[src/pdt_pkg.sv]
package pdt_pkg;

   localparam int ADDR_W = 12;
   localparam int DATA_W = 32;

   // register indices; byte address is four times the index
   localparam logic [ADDR_W-1:0] IDX_PRESCALER_STATE = 12'h0D2;
   localparam logic [ADDR_W-1:0] IDX_MAIN_COUNT = 12'h0D3;
   localparam logic [ADDR_W-1:0] IDX_TIMER_STATUS_CONTROL = 12'h0D4;
   localparam logic [ADDR_W-1:0] ADDR_PRESCALER_STATE = IDX_PRESCALER_STATE << 2;
   localparam logic [ADDR_W-1:0] ADDR_MAIN_COUNT = IDX_MAIN_COUNT << 2;
   localparam logic [ADDR_W-1:0] ADDR_TIMER_STATUS_CONTROL = IDX_TIMER_STATUS_CONTROL << 2;

   localparam logic [6:0] PSC_RELOAD = 7'h7F;
   localparam logic [6:0] PSC_ZERO = 7'h00;
   localparam logic [7:0] CNT_RELOAD = 8'hFF;
   localparam logic [7:0] CNT_ONE = 8'h01;
   localparam logic [7:0] CNT_ZERO = 8'h00;
   localparam logic [7:0] TSC_RESET = 8'h00;

   // status/control field positions
   localparam int TSC_ZERO_BIT = 7;
   localparam int TSC_IE_BIT = 6;
   localparam int TSC_RSV_SET_BIT = 5;
   localparam int TSC_RSV_CLR_BIT = 4;
   localparam int TSC_RUN_BIT = 3;
   localparam int TSC_SEL_LSB = 0;

   // internal clock divided by twelve feeds the prescaler
   localparam int DIV_RATIO = 12;
   localparam logic [3:0] DIV_LAST = 4'(DIV_RATIO - 1);
   localparam logic [3:0] DIV_ZERO = 4'h0;

   localparam logic [1:0] RESP_OKAY = 2'h0;
   localparam logic [1:0] RESP_SLVERR = 2'h2;

   typedef enum logic [1:0] {
      PDT_REG_NONE,
      PDT_REG_PSC,
      PDT_REG_CNT,
      PDT_REG_TSC
   } pdt_reg_e;

   typedef struct packed {
      logic zero_flag;
      logic zero_irq_enable;
      logic reserved_set_bit;
      logic reserved_clear_bit;
      logic prescaler_run;
      logic [2:0] prescale_select;
   } pdt_tsc_s;

   // low-power mode inputs from the system controller
   typedef struct packed {
      logic wait_mode;
      logic stop_mode;
   } pdt_pwr_s;

   // wake requests to the system controller
   typedef struct packed {
      logic wake_from_wait;
      logic wake_from_stop;
   } pdt_wake_s;

endpackage

[src/pdt_timer.sv]
`timescale 1ns/1ps
// Function
// - prescaler advanced by internal clock over twelve
// - prescaler at zero reloads 7Fh next tick
// - main counter decrements on each counter tick
// - main counter at zero reloads 0FFh
// - select field picks tap, divide 1..128
// - run bit low: prescaler 7Fh, counter frozen
// - prescaler write loads value while running
// - reset: counter 0FFh, prescaler 7Fh
// - counter readable and writable on the fly
// - decrement to zero sets zero flag
// - writing 00h or bit 7 sets flag
// - counter write beats coincident zero, no flag
// - irq equals enable bit 6 and flag
// - wait mode: counts, zero irq wakes
// - stop mode: frozen, no stop wakeup
// - prescaler bit 7 reads zero
module pdt_timer (
   input wire logic clk,
   input wire logic sys_rst,
   input wire logic [pdt_pkg::ADDR_W-1:0] s_axi_awaddr,
   input wire logic s_axi_awvalid,
   output logic s_axi_awready,
   input wire logic [pdt_pkg::DATA_W-1:0] s_axi_wdata,
   input wire logic [3:0] s_axi_wstrb,
   input wire logic s_axi_wvalid,
   output logic s_axi_wready,
   output logic [1:0] s_axi_bresp,
   output logic s_axi_bvalid,
   input wire logic s_axi_bready,
   input wire logic [pdt_pkg::ADDR_W-1:0] s_axi_araddr,
   input wire logic s_axi_arvalid,
   output logic s_axi_arready,
   output logic [pdt_pkg::DATA_W-1:0] s_axi_rdata,
   output logic [1:0] s_axi_rresp,
   output logic s_axi_rvalid,
   input wire logic s_axi_rready,
   input wire pdt_pkg::pdt_pwr_s pwr,
   output pdt_pkg::pdt_wake_s wake,
   output logic timer_irq
);

   typedef struct packed {
      logic [6:0] psc;
      logic [7:0] cnt;
      pdt_pkg::pdt_tsc_s tsc;
      logic aw_got;
      logic [pdt_pkg::ADDR_W-1:0] aw_addr;
      logic w_got;
      logic [7:0] w_data;
      logic w_lane0;
      logic bvalid;
      logic [1:0] bresp;
      logic rvalid;
      logic [pdt_pkg::DATA_W-1:0] rdata;
      logic [1:0] rresp;
   } pdt_state_s;

   pdt_state_s st_ff;
   pdt_state_s nxt_st;
   logic div_tick;

   function automatic pdt_pkg::pdt_reg_e reg_decode(input logic [pdt_pkg::ADDR_W-1:0] addr);
      case (addr)
         pdt_pkg::ADDR_PRESCALER_STATE: reg_decode = pdt_pkg::PDT_REG_PSC;
         pdt_pkg::ADDR_MAIN_COUNT: reg_decode = pdt_pkg::PDT_REG_CNT;
         pdt_pkg::ADDR_TIMER_STATUS_CONTROL: reg_decode = pdt_pkg::PDT_REG_TSC;
         default: reg_decode = pdt_pkg::PDT_REG_NONE;
      endcase
   endfunction

   // tap n fires once every 2^n prescaler ticks: when the low n bits are zero
   function automatic logic tap_hit(input logic [6:0] psc, input logic [2:0] sel);
      logic [6:0] mask;
      mask = 7'((8'h01 << sel) - 8'h01);
      tap_hit = ((psc & mask) == pdt_pkg::PSC_ZERO);
   endfunction

   // stop freezes the divider too, so no tick can reach the registers
   pdt_tick_div u_div (
      .clk(clk),
      .sys_rst(sys_rst),
      .freeze(pwr.stop_mode),
      .tick(div_tick)
   );

   logic aw_hs;
   logic w_hs;
   logic ar_hs;
   logic wr_fire;
   logic [pdt_pkg::ADDR_W-1:0] wr_addr;
   logic [7:0] wr_byte;
   logic wr_lane0;
   pdt_pkg::pdt_reg_e wr_reg;
   pdt_pkg::pdt_reg_e rd_reg;
   logic run_tick;
   logic cnt_tick;

   always_comb begin
      aw_hs = s_axi_awvalid && s_axi_awready;
      w_hs = s_axi_wvalid && s_axi_wready;
      ar_hs = s_axi_arvalid && s_axi_arready;
      wr_addr = st_ff.aw_got ? st_ff.aw_addr : s_axi_awaddr;
      wr_byte = st_ff.w_got ? st_ff.w_data : s_axi_wdata[7:0];
      wr_lane0 = st_ff.w_got ? st_ff.w_lane0 : s_axi_wstrb[0];
      wr_fire = (st_ff.aw_got || aw_hs) && (st_ff.w_got || w_hs);
      wr_reg = reg_decode(wr_addr);
      rd_reg = reg_decode(s_axi_araddr);
      run_tick = div_tick && st_ff.tsc.prescaler_run;
      cnt_tick = run_tick && tap_hit(st_ff.psc, st_ff.tsc.prescale_select);

      nxt_st = st_ff;

      // prescaler
      if (!st_ff.tsc.prescaler_run) begin
         nxt_st.psc = pdt_pkg::PSC_RELOAD;
      end else if (run_tick) begin
         if (st_ff.psc == pdt_pkg::PSC_ZERO) begin
            nxt_st.psc = pdt_pkg::PSC_RELOAD;
         end else begin
            nxt_st.psc = st_ff.psc - 7'h01;
         end
      end

      // main counter; the run bit gates cnt_tick so it freezes when cleared
      if (cnt_tick) begin
         if (st_ff.cnt == pdt_pkg::CNT_ZERO) begin
            nxt_st.cnt = pdt_pkg::CNT_RELOAD;
         end else begin
            nxt_st.cnt = st_ff.cnt - 8'h01;
         end
      end

      // software writes; byte lane 0 carries the register
      if (wr_fire && wr_lane0) begin
         case (wr_reg)
            pdt_pkg::PDT_REG_PSC: begin
               if (st_ff.tsc.prescaler_run) begin
                  nxt_st.psc = wr_byte[6:0];
               end
            end
            pdt_pkg::PDT_REG_CNT: begin
               // the write overrides a coincident decrement and its flag
               nxt_st.cnt = wr_byte;
            end
            pdt_pkg::PDT_REG_TSC: begin
               nxt_st.tsc = pdt_pkg::pdt_tsc_s'(wr_byte);
            end
            default: begin
            end
         endcase
      end

      // hardware sets after the software write so a set always beats a clear
      if (cnt_tick && (st_ff.cnt == pdt_pkg::CNT_ONE)
          && !(wr_fire && wr_lane0 && (wr_reg == pdt_pkg::PDT_REG_CNT))) begin
         nxt_st.tsc.zero_flag = 1'b1;
      end
      if (wr_fire && wr_lane0 && (wr_reg == pdt_pkg::PDT_REG_CNT) && (wr_byte == pdt_pkg::CNT_ZERO)) begin
         nxt_st.tsc.zero_flag = 1'b1;
      end
      if (st_ff.tsc.zero_flag && (st_ff.tsc == nxt_st.tsc) == 1'b0 && !nxt_st.tsc.zero_flag
          && cnt_tick && (st_ff.cnt == pdt_pkg::CNT_ONE)) begin
         nxt_st.tsc.zero_flag = 1'b1;
      end

      // write channel handshake
      if (wr_fire) begin
         nxt_st.aw_got = 1'b0;
         nxt_st.w_got = 1'b0;
         nxt_st.bvalid = 1'b1;
         nxt_st.bresp = (wr_reg == pdt_pkg::PDT_REG_NONE) ? pdt_pkg::RESP_SLVERR : pdt_pkg::RESP_OKAY;
      end else begin
         if (aw_hs) begin
            nxt_st.aw_got = 1'b1;
            nxt_st.aw_addr = s_axi_awaddr;
         end
         if (w_hs) begin
            nxt_st.w_got = 1'b1;
            nxt_st.w_data = s_axi_wdata[7:0];
            nxt_st.w_lane0 = s_axi_wstrb[0];
         end
      end
      if (st_ff.bvalid && s_axi_bready) begin
         nxt_st.bvalid = 1'b0;
      end

      // read channel; reads have no side effect so the counter keeps running
      if (ar_hs) begin
         nxt_st.rvalid = 1'b1;
         nxt_st.rresp = pdt_pkg::RESP_OKAY;
         case (rd_reg)
            pdt_pkg::PDT_REG_PSC: nxt_st.rdata = {25'h0000000, st_ff.psc};
            pdt_pkg::PDT_REG_CNT: nxt_st.rdata = {24'h000000, st_ff.cnt};
            pdt_pkg::PDT_REG_TSC: nxt_st.rdata = {24'h000000, 8'(st_ff.tsc)};
            default: begin
               nxt_st.rdata = 32'h00000000;
               nxt_st.rresp = pdt_pkg::RESP_SLVERR;
            end
         endcase
      end else if (st_ff.rvalid && s_axi_rready) begin
         nxt_st.rvalid = 1'b0;
      end
   end

   always_ff @(posedge clk or posedge sys_rst) begin
      if (sys_rst) begin
         st_ff <= '{psc: pdt_pkg::PSC_RELOAD, cnt: pdt_pkg::CNT_RELOAD,
                    tsc: pdt_pkg::pdt_tsc_s'(pdt_pkg::TSC_RESET),
                    aw_got: 1'b0, aw_addr: '0, w_got: 1'b0, w_data: 8'h00, w_lane0: 1'b0,
                    bvalid: 1'b0, bresp: pdt_pkg::RESP_OKAY,
                    rvalid: 1'b0, rdata: 32'h00000000, rresp: pdt_pkg::RESP_OKAY};
      end else begin
         st_ff <= nxt_st;
      end
   end

   // one transaction per channel: hold off new address/data until the response leaves
   assign s_axi_awready = !st_ff.aw_got && !st_ff.bvalid;
   assign s_axi_wready = !st_ff.w_got && !st_ff.bvalid;
   assign s_axi_bvalid = st_ff.bvalid;
   assign s_axi_bresp = st_ff.bresp;
   assign s_axi_arready = !st_ff.rvalid;
   assign s_axi_rvalid = st_ff.rvalid;
   assign s_axi_rdata = st_ff.rdata;
   assign s_axi_rresp = st_ff.rresp;

   assign timer_irq = st_ff.tsc.zero_irq_enable && st_ff.tsc.zero_flag;
   assign wake.wake_from_wait = timer_irq && pwr.wait_mode;
   assign wake.wake_from_stop = 1'b0;

endmodule

[src/pdt_tick_div.sv]
`timescale 1ns/1ps
module pdt_tick_div (
   input wire logic clk,
   input wire logic sys_rst,
   input wire logic freeze,
   output logic tick
);

   typedef struct packed {
      logic [3:0] cnt;
   } pdt_div_s;

   pdt_div_s st_ff;
   pdt_div_s nxt_st;

   always_comb begin
      nxt_st = st_ff;
      if (!freeze) begin
         if (st_ff.cnt == pdt_pkg::DIV_LAST) begin
            nxt_st.cnt = pdt_pkg::DIV_ZERO;
         end else begin
            nxt_st.cnt = st_ff.cnt + 4'h1;
         end
      end
   end

   always_ff @(posedge clk or posedge sys_rst) begin
      if (sys_rst) begin
         st_ff <= '{cnt: pdt_pkg::DIV_ZERO};
      end else begin
         st_ff <= nxt_st;
      end
   end

   // one-cycle enable, never a derived clock
   assign tick = !freeze && (st_ff.cnt == pdt_pkg::DIV_LAST);

endmodule

[config.mk]
export PLATFORM = sky130hd
export DESIGN_NAME = pdt_timer
export DESIGN_NICKNAME = d
export VERILOG_FILES = /design/src/pdt_pkg.sv /design/src/pdt_timer.sv /design/src/pdt_tick_div.sv
export SDC_FILE = /design/constraint.sdc
export NUM_CORES = 1
export LEC_CHECK = 0
export BUFFER_PORTS_ARGS = -buffer_cell sky130_fd_sc_hd__buf_2
export CORE_MARGIN = 2
export CORE_UTILIZATION = 30
export CTS_BUF_LIST = sky130_fd_sc_hd__clkbuf_16
export CTS_CLUSTER_SIZE = 20
export DETAILED_ROUTE_END_ITERATION = 10
export GPL_TIMING_DRIVEN = 1
export HOLD_SLACK_MARGIN = 0.03
export PLACE_DENSITY_LB_ADDON = 0.12
export SYNTH_ARGS = -nofsm -noshare
export SYNTH_HDL_FRONTEND = slang
export SYNTH_SLANG_ARGS = --single-unit
[constraint.sdc]
create_clock -name clk -period 2.2 [get_ports clk]
set_clock_uncertainty 0.05 [all_clocks]
set_input_delay 0.33 -clock clk [delete_from_list [all_inputs] [get_ports clk]]
set_output_delay 0.33 -clock clk [all_outputs]
set_load 0.02 [all_outputs]
==> impl_metrics.xml, run 1 <==
<?xml version="1.0" encoding="UTF-8"?>
<metrics>
  <group name="synth">
    <metric name="yosys-top-cells-area" unit="">dfrtp_1 33%, dfstp_2 11%, buf_4 8.0%</metric>
    <metric name="seq_area_frac_synth" unit="%">44.0</metric>
    <metric name="synthCells" unit="">348</metric>
    <metric name="netlist.top_cell.by_area" unit="">dfrtp_1</metric>
    <metric name="yosys.area.top_type_share" unit="%">32.9</metric>
    <metric name="postSynthAreaPerCell" unit="um^2">10.3</metric>
    <metric name="async_reset_ff_share" unit="%">100</metric>
    <metric name="ys.flop_type" unit="">dfrtp_1</metric>
    <metric name="ys_seq_elements" unit="">62</metric>
    <metric name="syn-cell-area" unit="um^2">3570</metric>
    <metric name="synth_edf_count" unit="">0</metric>
    <metric name="synthDistinctLibCells" unit="">55</metric>
    <metric name="synth_warnings" unit="">0</metric>
  </group>
  <group name="clocking">
    <metric name="tritoncts_num_sinks" unit="">62</metric>
    <metric name="clk-insertion-delay-late" unit="ns">0.33</metric>
    <metric name="cts.path.max_buffers" unit="">2</metric>
    <metric name="worst_setup_hold_path_clk_slew" unit="ns">0.05</metric>
    <metric name="root_buffer" unit="">clkbuf_16</metric>
    <metric name="cts_max_level" unit="">3</metric>
    <metric name="tritoncts.num_buffers" unit="">9</metric>
    <metric name="cts_tree" unit="">done</metric>
  </group>
  <group name="setup_path">
    <metric name="critPathRequiredTime" unit="ns">2.42</metric>
    <metric name="cp-start-kind" unit="">register</metric>
    <metric name="crit_slowest_cell" unit="">or4_4</metric>
    <metric name="worstSetupPathType" unit="">register to register</metric>
    <metric name="crit_path_cell_trace" unit="">nand4bb_1 &gt; or4_4 &gt; a21oi_4 &gt; buf_4 &gt; nand2_2 &gt; mux2_1 &gt; nand2_1</metric>
    <metric name="maximum_fanout_along_the_worst_path" unit="">5</metric>
    <metric name="cp-end-kind" unit="">register</metric>
    <metric name="worst_ep_arrival_time" unit="ns">2.24</metric>
    <metric name="max_stage_delay" unit="ns">0.52</metric>
  </group>
  <group name="run_status">
    <metric name="status" unit="">finished, violations left</metric>
    <metric name="failing_checks" unit="">DRC</metric>
  </group>
  <group name="floorplanning">
    <metric name="die_h" unit="um">113</metric>
    <metric name="placeableCoreArea" unit="um^2">11500</metric>
    <metric name="die_width" unit="um">113</metric>
    <metric name="io-pin-count" unit="">113</metric>
    <metric name="start_util" unit="%">31.0</metric>
    <metric name="dieArea" unit="um^2">12800</metric>
    <metric name="placement_rows" unit="">39</metric>
  </group>
  <group name="pwr">
    <metric name="power.ir.vdd_worst" unit="mV">0.569</metric>
    <metric name="cellPowerDensity" unit="nW/um^2">911</metric>
    <metric name="leakage" unit="nW">1.88</metric>
  </group>
  <group name="grt">
    <metric name="pin_count_of_the_biggest_net_entering_global_routing" unit="">63</metric>
    <metric name="grt_first_pass_wirelength" unit="mm">13.2</metric>
    <metric name="grt_antenna_before_repair" unit="">0</metric>
    <metric name="grt_pass1_vias" unit="">2658</metric>
    <metric name="globalRoute.totalOverflow" unit="">0</metric>
    <metric name="grt_use_total" unit="%">13.3</metric>
  </group>
  <group name="sta">
    <metric name="final_period_minus_worst_setup_slack" unit="ns">2.02</metric>
    <metric name="finalSetupViolations" unit="">0</metric>
    <metric name="rsz_0062_raised_after_global_routing" unit="">no</metric>
    <metric name="timing_max_transition_violations_final" unit="">0</metric>
    <metric name="tightestPinTransition" unit="ns">0.474</metric>
    <metric name="relSlewSlack" unit="%">67.5</metric>
    <metric name="layout_worst_path_cycle_share" unit="%">91.9</metric>
    <metric name="aggregate_negative_setup_slack" unit="ns">0</metric>
    <metric name="final_hold_viol_count" unit="">0</metric>
    <metric name="clock.fmax" unit="MHz">494</metric>
  </group>
  <group name="detailed_routing">
    <metric name="via_per_inst" unit="">4.74</metric>
    <metric name="antenna_violating_nets_post_route" unit="">0</metric>
    <metric name="first_iter_violations" unit="">102</metric>
    <metric name="wl_per_cell" unit="um">14.4</metric>
    <metric name="drt_pass1_iterations" unit="">8</metric>
    <metric name="drcViolationCount" unit="">5</metric>
    <metric name="detailroute.via_count" unit="">2651</metric>
    <metric name="drt-total-wl" unit="mm">8.05</metric>
  </group>
  <group name="finish">
    <metric name="antennaDiodeCount" unit="">0</metric>
    <metric name="post_layout_nonfiller_instances" unit="">559</metric>
    <metric name="design.final.nets" unit="">484</metric>
    <metric name="final_layout_size_suffix_gt1_share" unit="%">32.7</metric>
    <metric name="fill_cell_count" unit="">1187</metric>
    <metric name="area_growth" unit="%">17.5</metric>
  </group>
  <group name="place">
    <metric name="finalWeightedCongestion" unit="">0.796</metric>
    <metric name="place.detailed.instances" unit="">541</metric>
    <metric name="io_buffer_count" unit="">58</metric>
    <metric name="dp.final_hpwl" unit="mm">5.98</metric>
  </group>
  <group name="flow_run">
    <metric name="timing.max_cap.violations" unit="">0</metric>
  </group>
  <group name="hold_path">
    <metric name="min-delay-path-class" unit="">input port to register</metric>
  </group>
</metrics>
-- stage by stage --
step                util [%]  power (mW)  cell area [um^2]  setup slack, ns  hold WS [ns]
floorplan                  -        2.34              3670            0.268         0.370
global placement        34.0        2.59              3920            0.161         0.380
detailed placement      34.0        2.62              3920            0.144         0.378
CTS                     36.4        3.88              4190            0.111         0.100
global route            36.4        4.07              4200           0.0489         0.107
finish                  36.4        3.82              4200            0.177         0.108
-- worst max-delay path: cells and delay by family (launching register included) --
kind | cells | cell delay, ns
mux | 1 | 0.32
flops | 1 | 0.38
buf+inv | 1 | 0.16
simple gates | 4 | 0.85
compound gates | 1 | 0.22
-- final timing paths --
| check | slack [ns] | depth (start not counted) | start | to |
|---|---|---|---|---|
| setup / recovery | 0.18 | 7 | st_ff[58] | st_ff[83] |
| hold / removal | 0.11 | 2 | s_axi_bready | s_axi_bvalid |
| setup reg to reg | 0.18 | 7 | st_ff[58] | st_ff[83] |
| hold reg to reg | 0.44 | 2 | register | register |
| max in group asynchronous | 1.22 | 4 | sys_rst | st_ff[76] |
| min in group asynchronous | 0.56 | 4 | sys_rst | u_div.st_ff[0] |
-- cells in the mapped netlist, types with 3 or more instances --
library cell,n
buf_2,4
buf_4,38
o21ai_1,3
nand3b_1,4
nor3_1,10
mux2i_1,13
a22oi_1,22
clkbuf_1,3
and2_1,3
nand2_1,20
nor2b_1,4
o211ai_1,4
a211oi_1,3
a21oi_1,10
nand3_1,5
xor2_1,8
nor2_1,20
and4bb_2,3
mux2_2,23
nor4_1,3
o21ai_0,17
dfstp_2,15
ha_1,4
inv_1,16
dfrtp_1,47
nand4_1,3
-- where the power goes --
part,internal [mW],switching [mW]
logic,0.466,0.517
registers,1.41,0.199
clock network,0.741,0.493
total,2.61,1.21
-- layer usage --
metal	track usage, %	vias to the layer above	wire length [um]
met5	0	-	0
met4	5.12	0	129
met3	3.75	7	361
met2	20.5	65	3610
met1	17.7	1261	3950
li1	-	1318	-
-- logic make-up after synthesis --
logic type                 count (synthesis)  synth area share (%)
and+or+nand+nor                           89                  13.6
AOI/OAI and AO/OA                         82                  16.3
DFF                                       62                  44.0
buffers and inverters                     62                  10.7
muxes                                     38                  11.5
xor gates and xnor gates                  10                  2.45
adders and majority gates                  4                  1.40
other                                      1                 0.105
-- layout make-up --
class / count / area [um^2] / share of cell area [%]
clock inverters: 7 / 33.8 / 0.805
well taps: 143 / 179 / 4.26
multi-input cells: 250 / 1720 / 40.9
inverters: 16 / 60.1 / 1.43
flip-flops and latches: 62 / 1570 / 37.4
repair buffers: 72 / 410 / 9.78
clock buffers: 9 / 225 / 5.37
-- what timing repair did --
action / in CTS / in global routing
endpoints found under the hold margin: 30 / 0
hold buffers: 1 / 0
setup endpoints to repair: 0 / 4
gates resized for setup: 0 / 0
buffers inserted: 0 / 1
-- layout by cell type, fill, tap and decap left out, types with 3 or more instances in the layout --
master | Yosys | final
inv_1 | 16 | 17
a21oi_1 | 10 | 10
o21ai_0 | 17 | 17
nand2_1 | 20 | 20
o21ai_1 | 3 | 3
nand3b_1 | 4 | 4
nand4_1 | 3 | 3
buf_2 | 4 | 58
nor2b_1 | 4 | 4
xor2_1 | 8 | 8
mux2i_1 | 13 | 13
nor2_1 | 20 | 20
o211ai_1 | 4 | 4
a211oi_1 | 3 | 3
dfstp_2 | 15 | 15
clkinv_2 | 0 | 3
buf_4 | 38 | 12
clkbuf_16 | 0 | 9
nor4_1 | 3 | 3
conb_1 | 1 | 27
ha_1 | 4 | 4
mux2_2 | 23 | 23
nor3_1 | 10 | 10
dfrtp_1 | 47 | 47
and4bb_2 | 3 | 3
nand3_1 | 5 | 5
a22oi_1 | 22 | 22
and2_1 | 3 | 3
Power figures use the tool's default switching activity.
==> run 2, diff against run 1 <==
- CTS_CLUSTER_DIAMETER: default -> 100
- PLACE_DENSITY: default -> 0.55
- PLACE_DENSITY_LB_ADDON: 0.12 -> default
==> impl_metrics.xml, run 2 (synthesized netlist as in run 1, its figures left out) <==
<?xml version="1.0" encoding="UTF-8"?>
<metrics>
  <group name="grt">
    <metric name="pin_count_of_the_biggest_net_entering_global_routing" unit="">45</metric>
    <metric name="grt_first_pass_wirelength" unit="mm">13.3</metric>
    <metric name="grt_pass1_vias" unit="">2716</metric>
    <metric name="grt_use_total" unit="%">12.9</metric>
    <metric name="globalRoute.totalOverflow" unit="">0</metric>
    <metric name="grt_antenna_before_repair" unit="">0</metric>
  </group>
  <group name="floorplanning">
    <metric name="io-pin-count" unit="">113</metric>
    <metric name="placeableCoreArea" unit="um^2">11500</metric>
    <metric name="die_h" unit="um">113</metric>
    <metric name="start_util" unit="%">31.0</metric>
    <metric name="die_width" unit="um">113</metric>
    <metric name="placement_rows" unit="">39</metric>
    <metric name="dieArea" unit="um^2">12800</metric>
  </group>
  <group name="finish">
    <metric name="area_growth" unit="%">17.6</metric>
    <metric name="antennaDiodeCount" unit="">0</metric>
    <metric name="design.final.nets" unit="">481</metric>
    <metric name="final_layout_size_suffix_gt1_share" unit="%">32.4</metric>
    <metric name="final_common_cell" unit="">buf_2</metric>
    <metric name="leading_cell_types_in_the_layout_fill_and_taps_excluded" unit="">58 x buf_2, 47 x dfrtp_1, 27 x conb_1, 23 x mux2_2, 22 x a22oi_1</metric>
    <metric name="post-route-util" unit="%">36.5</metric>
  </group>
  <group name="sta">
    <metric name="layout_worst_path_cycle_share" unit="%">90.2</metric>
    <metric name="relSlewSlack" unit="%">58.7</metric>
    <metric name="setup_ws" unit="ns">0.215</metric>
    <metric name="hold_slack" unit="ns">0.129</metric>
    <metric name="final_period_minus_worst_setup_slack" unit="ns">1.98</metric>
    <metric name="rsz_0062_raised_after_global_routing" unit="">no</metric>
    <metric name="clock.fmax" unit="MHz">504</metric>
    <metric name="final_hold_viol_count" unit="">0</metric>
    <metric name="finalSetupViolations" unit="">0</metric>
    <metric name="aggregate_negative_setup_slack" unit="ns">0</metric>
    <metric name="timing_max_transition_violations_final" unit="">0</metric>
    <metric name="tightestPinTransition" unit="ns">0.618</metric>
  </group>
  <group name="setup_path">
    <metric name="critPathRequiredTime" unit="ns">2.39</metric>
    <metric name="maximum_fanout_along_the_worst_path" unit="">7</metric>
    <metric name="ff2ff_setup_slack" unit="ns">0.22</metric>
    <metric name="ff2ff_path_depth" unit="">7</metric>
    <metric name="rr_endpoint" unit="">st_ff[74]</metric>
    <metric name="cp-start-kind" unit="">register</metric>
    <metric name="setup.worst_path.start" unit="">u_div.st_ff[0]</metric>
    <metric name="worstSetupPathType" unit="">register to register</metric>
    <metric name="timing.rr.start" unit="">u_div.st_ff[0]</metric>
    <metric name="worst_ep_arrival_time" unit="ns">2.17</metric>
    <metric name="cp-end-kind" unit="">register</metric>
  </group>
  <group name="detailed_routing">
    <metric name="wl_per_cell" unit="um">13.9</metric>
    <metric name="first_iter_violations" unit="">104</metric>
    <metric name="antenna_violating_nets_post_route" unit="">0</metric>
    <metric name="via_per_inst" unit="">4.89</metric>
    <metric name="detailroute.via_count" unit="">2720</metric>
    <metric name="drt-total-wl" unit="mm">7.75</metric>
    <metric name="drt_pass1_iterations" unit="">7</metric>
    <metric name="drcViolationCount" unit="">4</metric>
  </group>
  <group name="clocking">
    <metric name="cts_tree" unit="">done</metric>
    <metric name="clk-insertion-delay-late" unit="ns">0.32</metric>
    <metric name="worst_setup_hold_path_clk_slew" unit="ns">0.05</metric>
    <metric name="cts.path.max_buffers" unit="">2</metric>
    <metric name="root_buffer" unit="">clkbuf_16</metric>
    <metric name="cts_max_level" unit="">3</metric>
    <metric name="tritoncts_num_sinks" unit="">62</metric>
    <metric name="post-cts-setup-buffers" unit="">0</metric>
    <metric name="tritoncts.num_buffers" unit="">9</metric>
  </group>
  <group name="place">
    <metric name="dpl_worst_slack" unit="ns">0.177</metric>
    <metric name="dp.final_hpwl" unit="mm">5.84</metric>
    <metric name="finalWeightedCongestion" unit="">0.846</metric>
    <metric name="io_buffer_count" unit="">58</metric>
  </group>
  <group name="run_status">
    <metric name="status" unit="">finished, violations left</metric>
    <metric name="failing_checks" unit="">DRC</metric>
  </group>
  <group name="hold_path">
    <metric name="hold_path_depth" unit="">2</metric>
    <metric name="min-delay-path-class" unit="">input port to register</metric>
    <metric name="holdPathEnd" unit="">s_axi_bvalid</metric>
    <metric name="worst_hold_startpoint" unit="">s_axi_bready</metric>
  </group>
  <group name="pwr">
    <metric name="cellPowerDensity" unit="nW/um^2">933</metric>
    <metric name="leakage" unit="nW">1.88</metric>
    <metric name="power.ir.vdd_worst" unit="mV">0.578</metric>
  </group>
  <group name="flow_run">
    <metric name="timing.max_cap.violations" unit="">0</metric>
  </group>
</metrics>
run 2: cell count changes in the layout (fill, tap and decap cells not counted), sizes merged:
cell    previous run  this run
clkinv             4         3
buf               71        68
bufinv             0         1
run 2: worst max-delay path by stage:
| stage | depth (start not counted) | endpoint |
|---|---|---|
| global placement | 7 | st_ff[74] |
| floorplan | 7 | st_ff[76] |
| global route | 8 | st_ff[75] |
| finish | 7 | st_ff[74] |
| CTS | 6 | st_ff[74] |
| detailed placement | 6 | st_ff[74] |
run 2: stage by stage:
step           instances  power [mW]  area (um^2)
2_1_floorplan        374        2.34         3670
3_3_place_gp         539        2.56         3900
3_5_place_dp         539        2.60         3900
4_1_cts              556        3.97         4200
5_1_grt              556        4.16         4200
6_report             556        3.92         4200
run 2: critical path: stages (launching register included):
cell and delay (ns):
dfrtp_1 0.38, ha_1 0.24, and4bb_2 0.34, o211ai_2 0.12, a21oi_4 0.16, and4bb_2 0.30, a31oi_2 0.12, a22oi_1 0.20
run 2: layer usage:
| layer | GRT usage, % | routed length [um] | up-vias |
|---|---|---|---|
| li1 | - | - | 1320 |
| met1 | 16.6 | 3600 | 1321 |
| met2 | 20.8 | 3710 | 73 |
| met3 | 4.02 | 383 | 6 |
| met4 | 4.31 | 53 | 0 |
| met5 | 0 | 0 | - |
run 2: layout make-up:
| cell class | instances | area [um^2] |
|---|---|---|
| Clock buffer | 9 | 225 |
| Clock inverter | 7 | 58.8 |
| Fill cell | 1151 | 7320 |
| Inverter | 16 | 60.1 |
| Multi-Input combinational cell | 250 | 1720 |
| Sequential cell | 62 | 1570 |
| Tap cell | 143 | 179 |
| Timing Repair Buffer | 69 | 388 |
run 2: timing repair:
item / 4_1_cts / 5_1_grt
endpoints found under the hold margin: 14 / 0
endpoints found under the setup margin: 0 / 2
hold buffers: 1 / 0
resized for setup: 0 / 1
run 2: report_power, final:
part / internal [mW] / leakage [nW] / total (mW) / switching (mW)
combinational: 0.451 / 0.989 / 0.976 / 0.524
sequential: 1.41 / 0.746 / 1.60 / 0.193
clock: 0.859 / 0.145 / 1.34 / 0.484
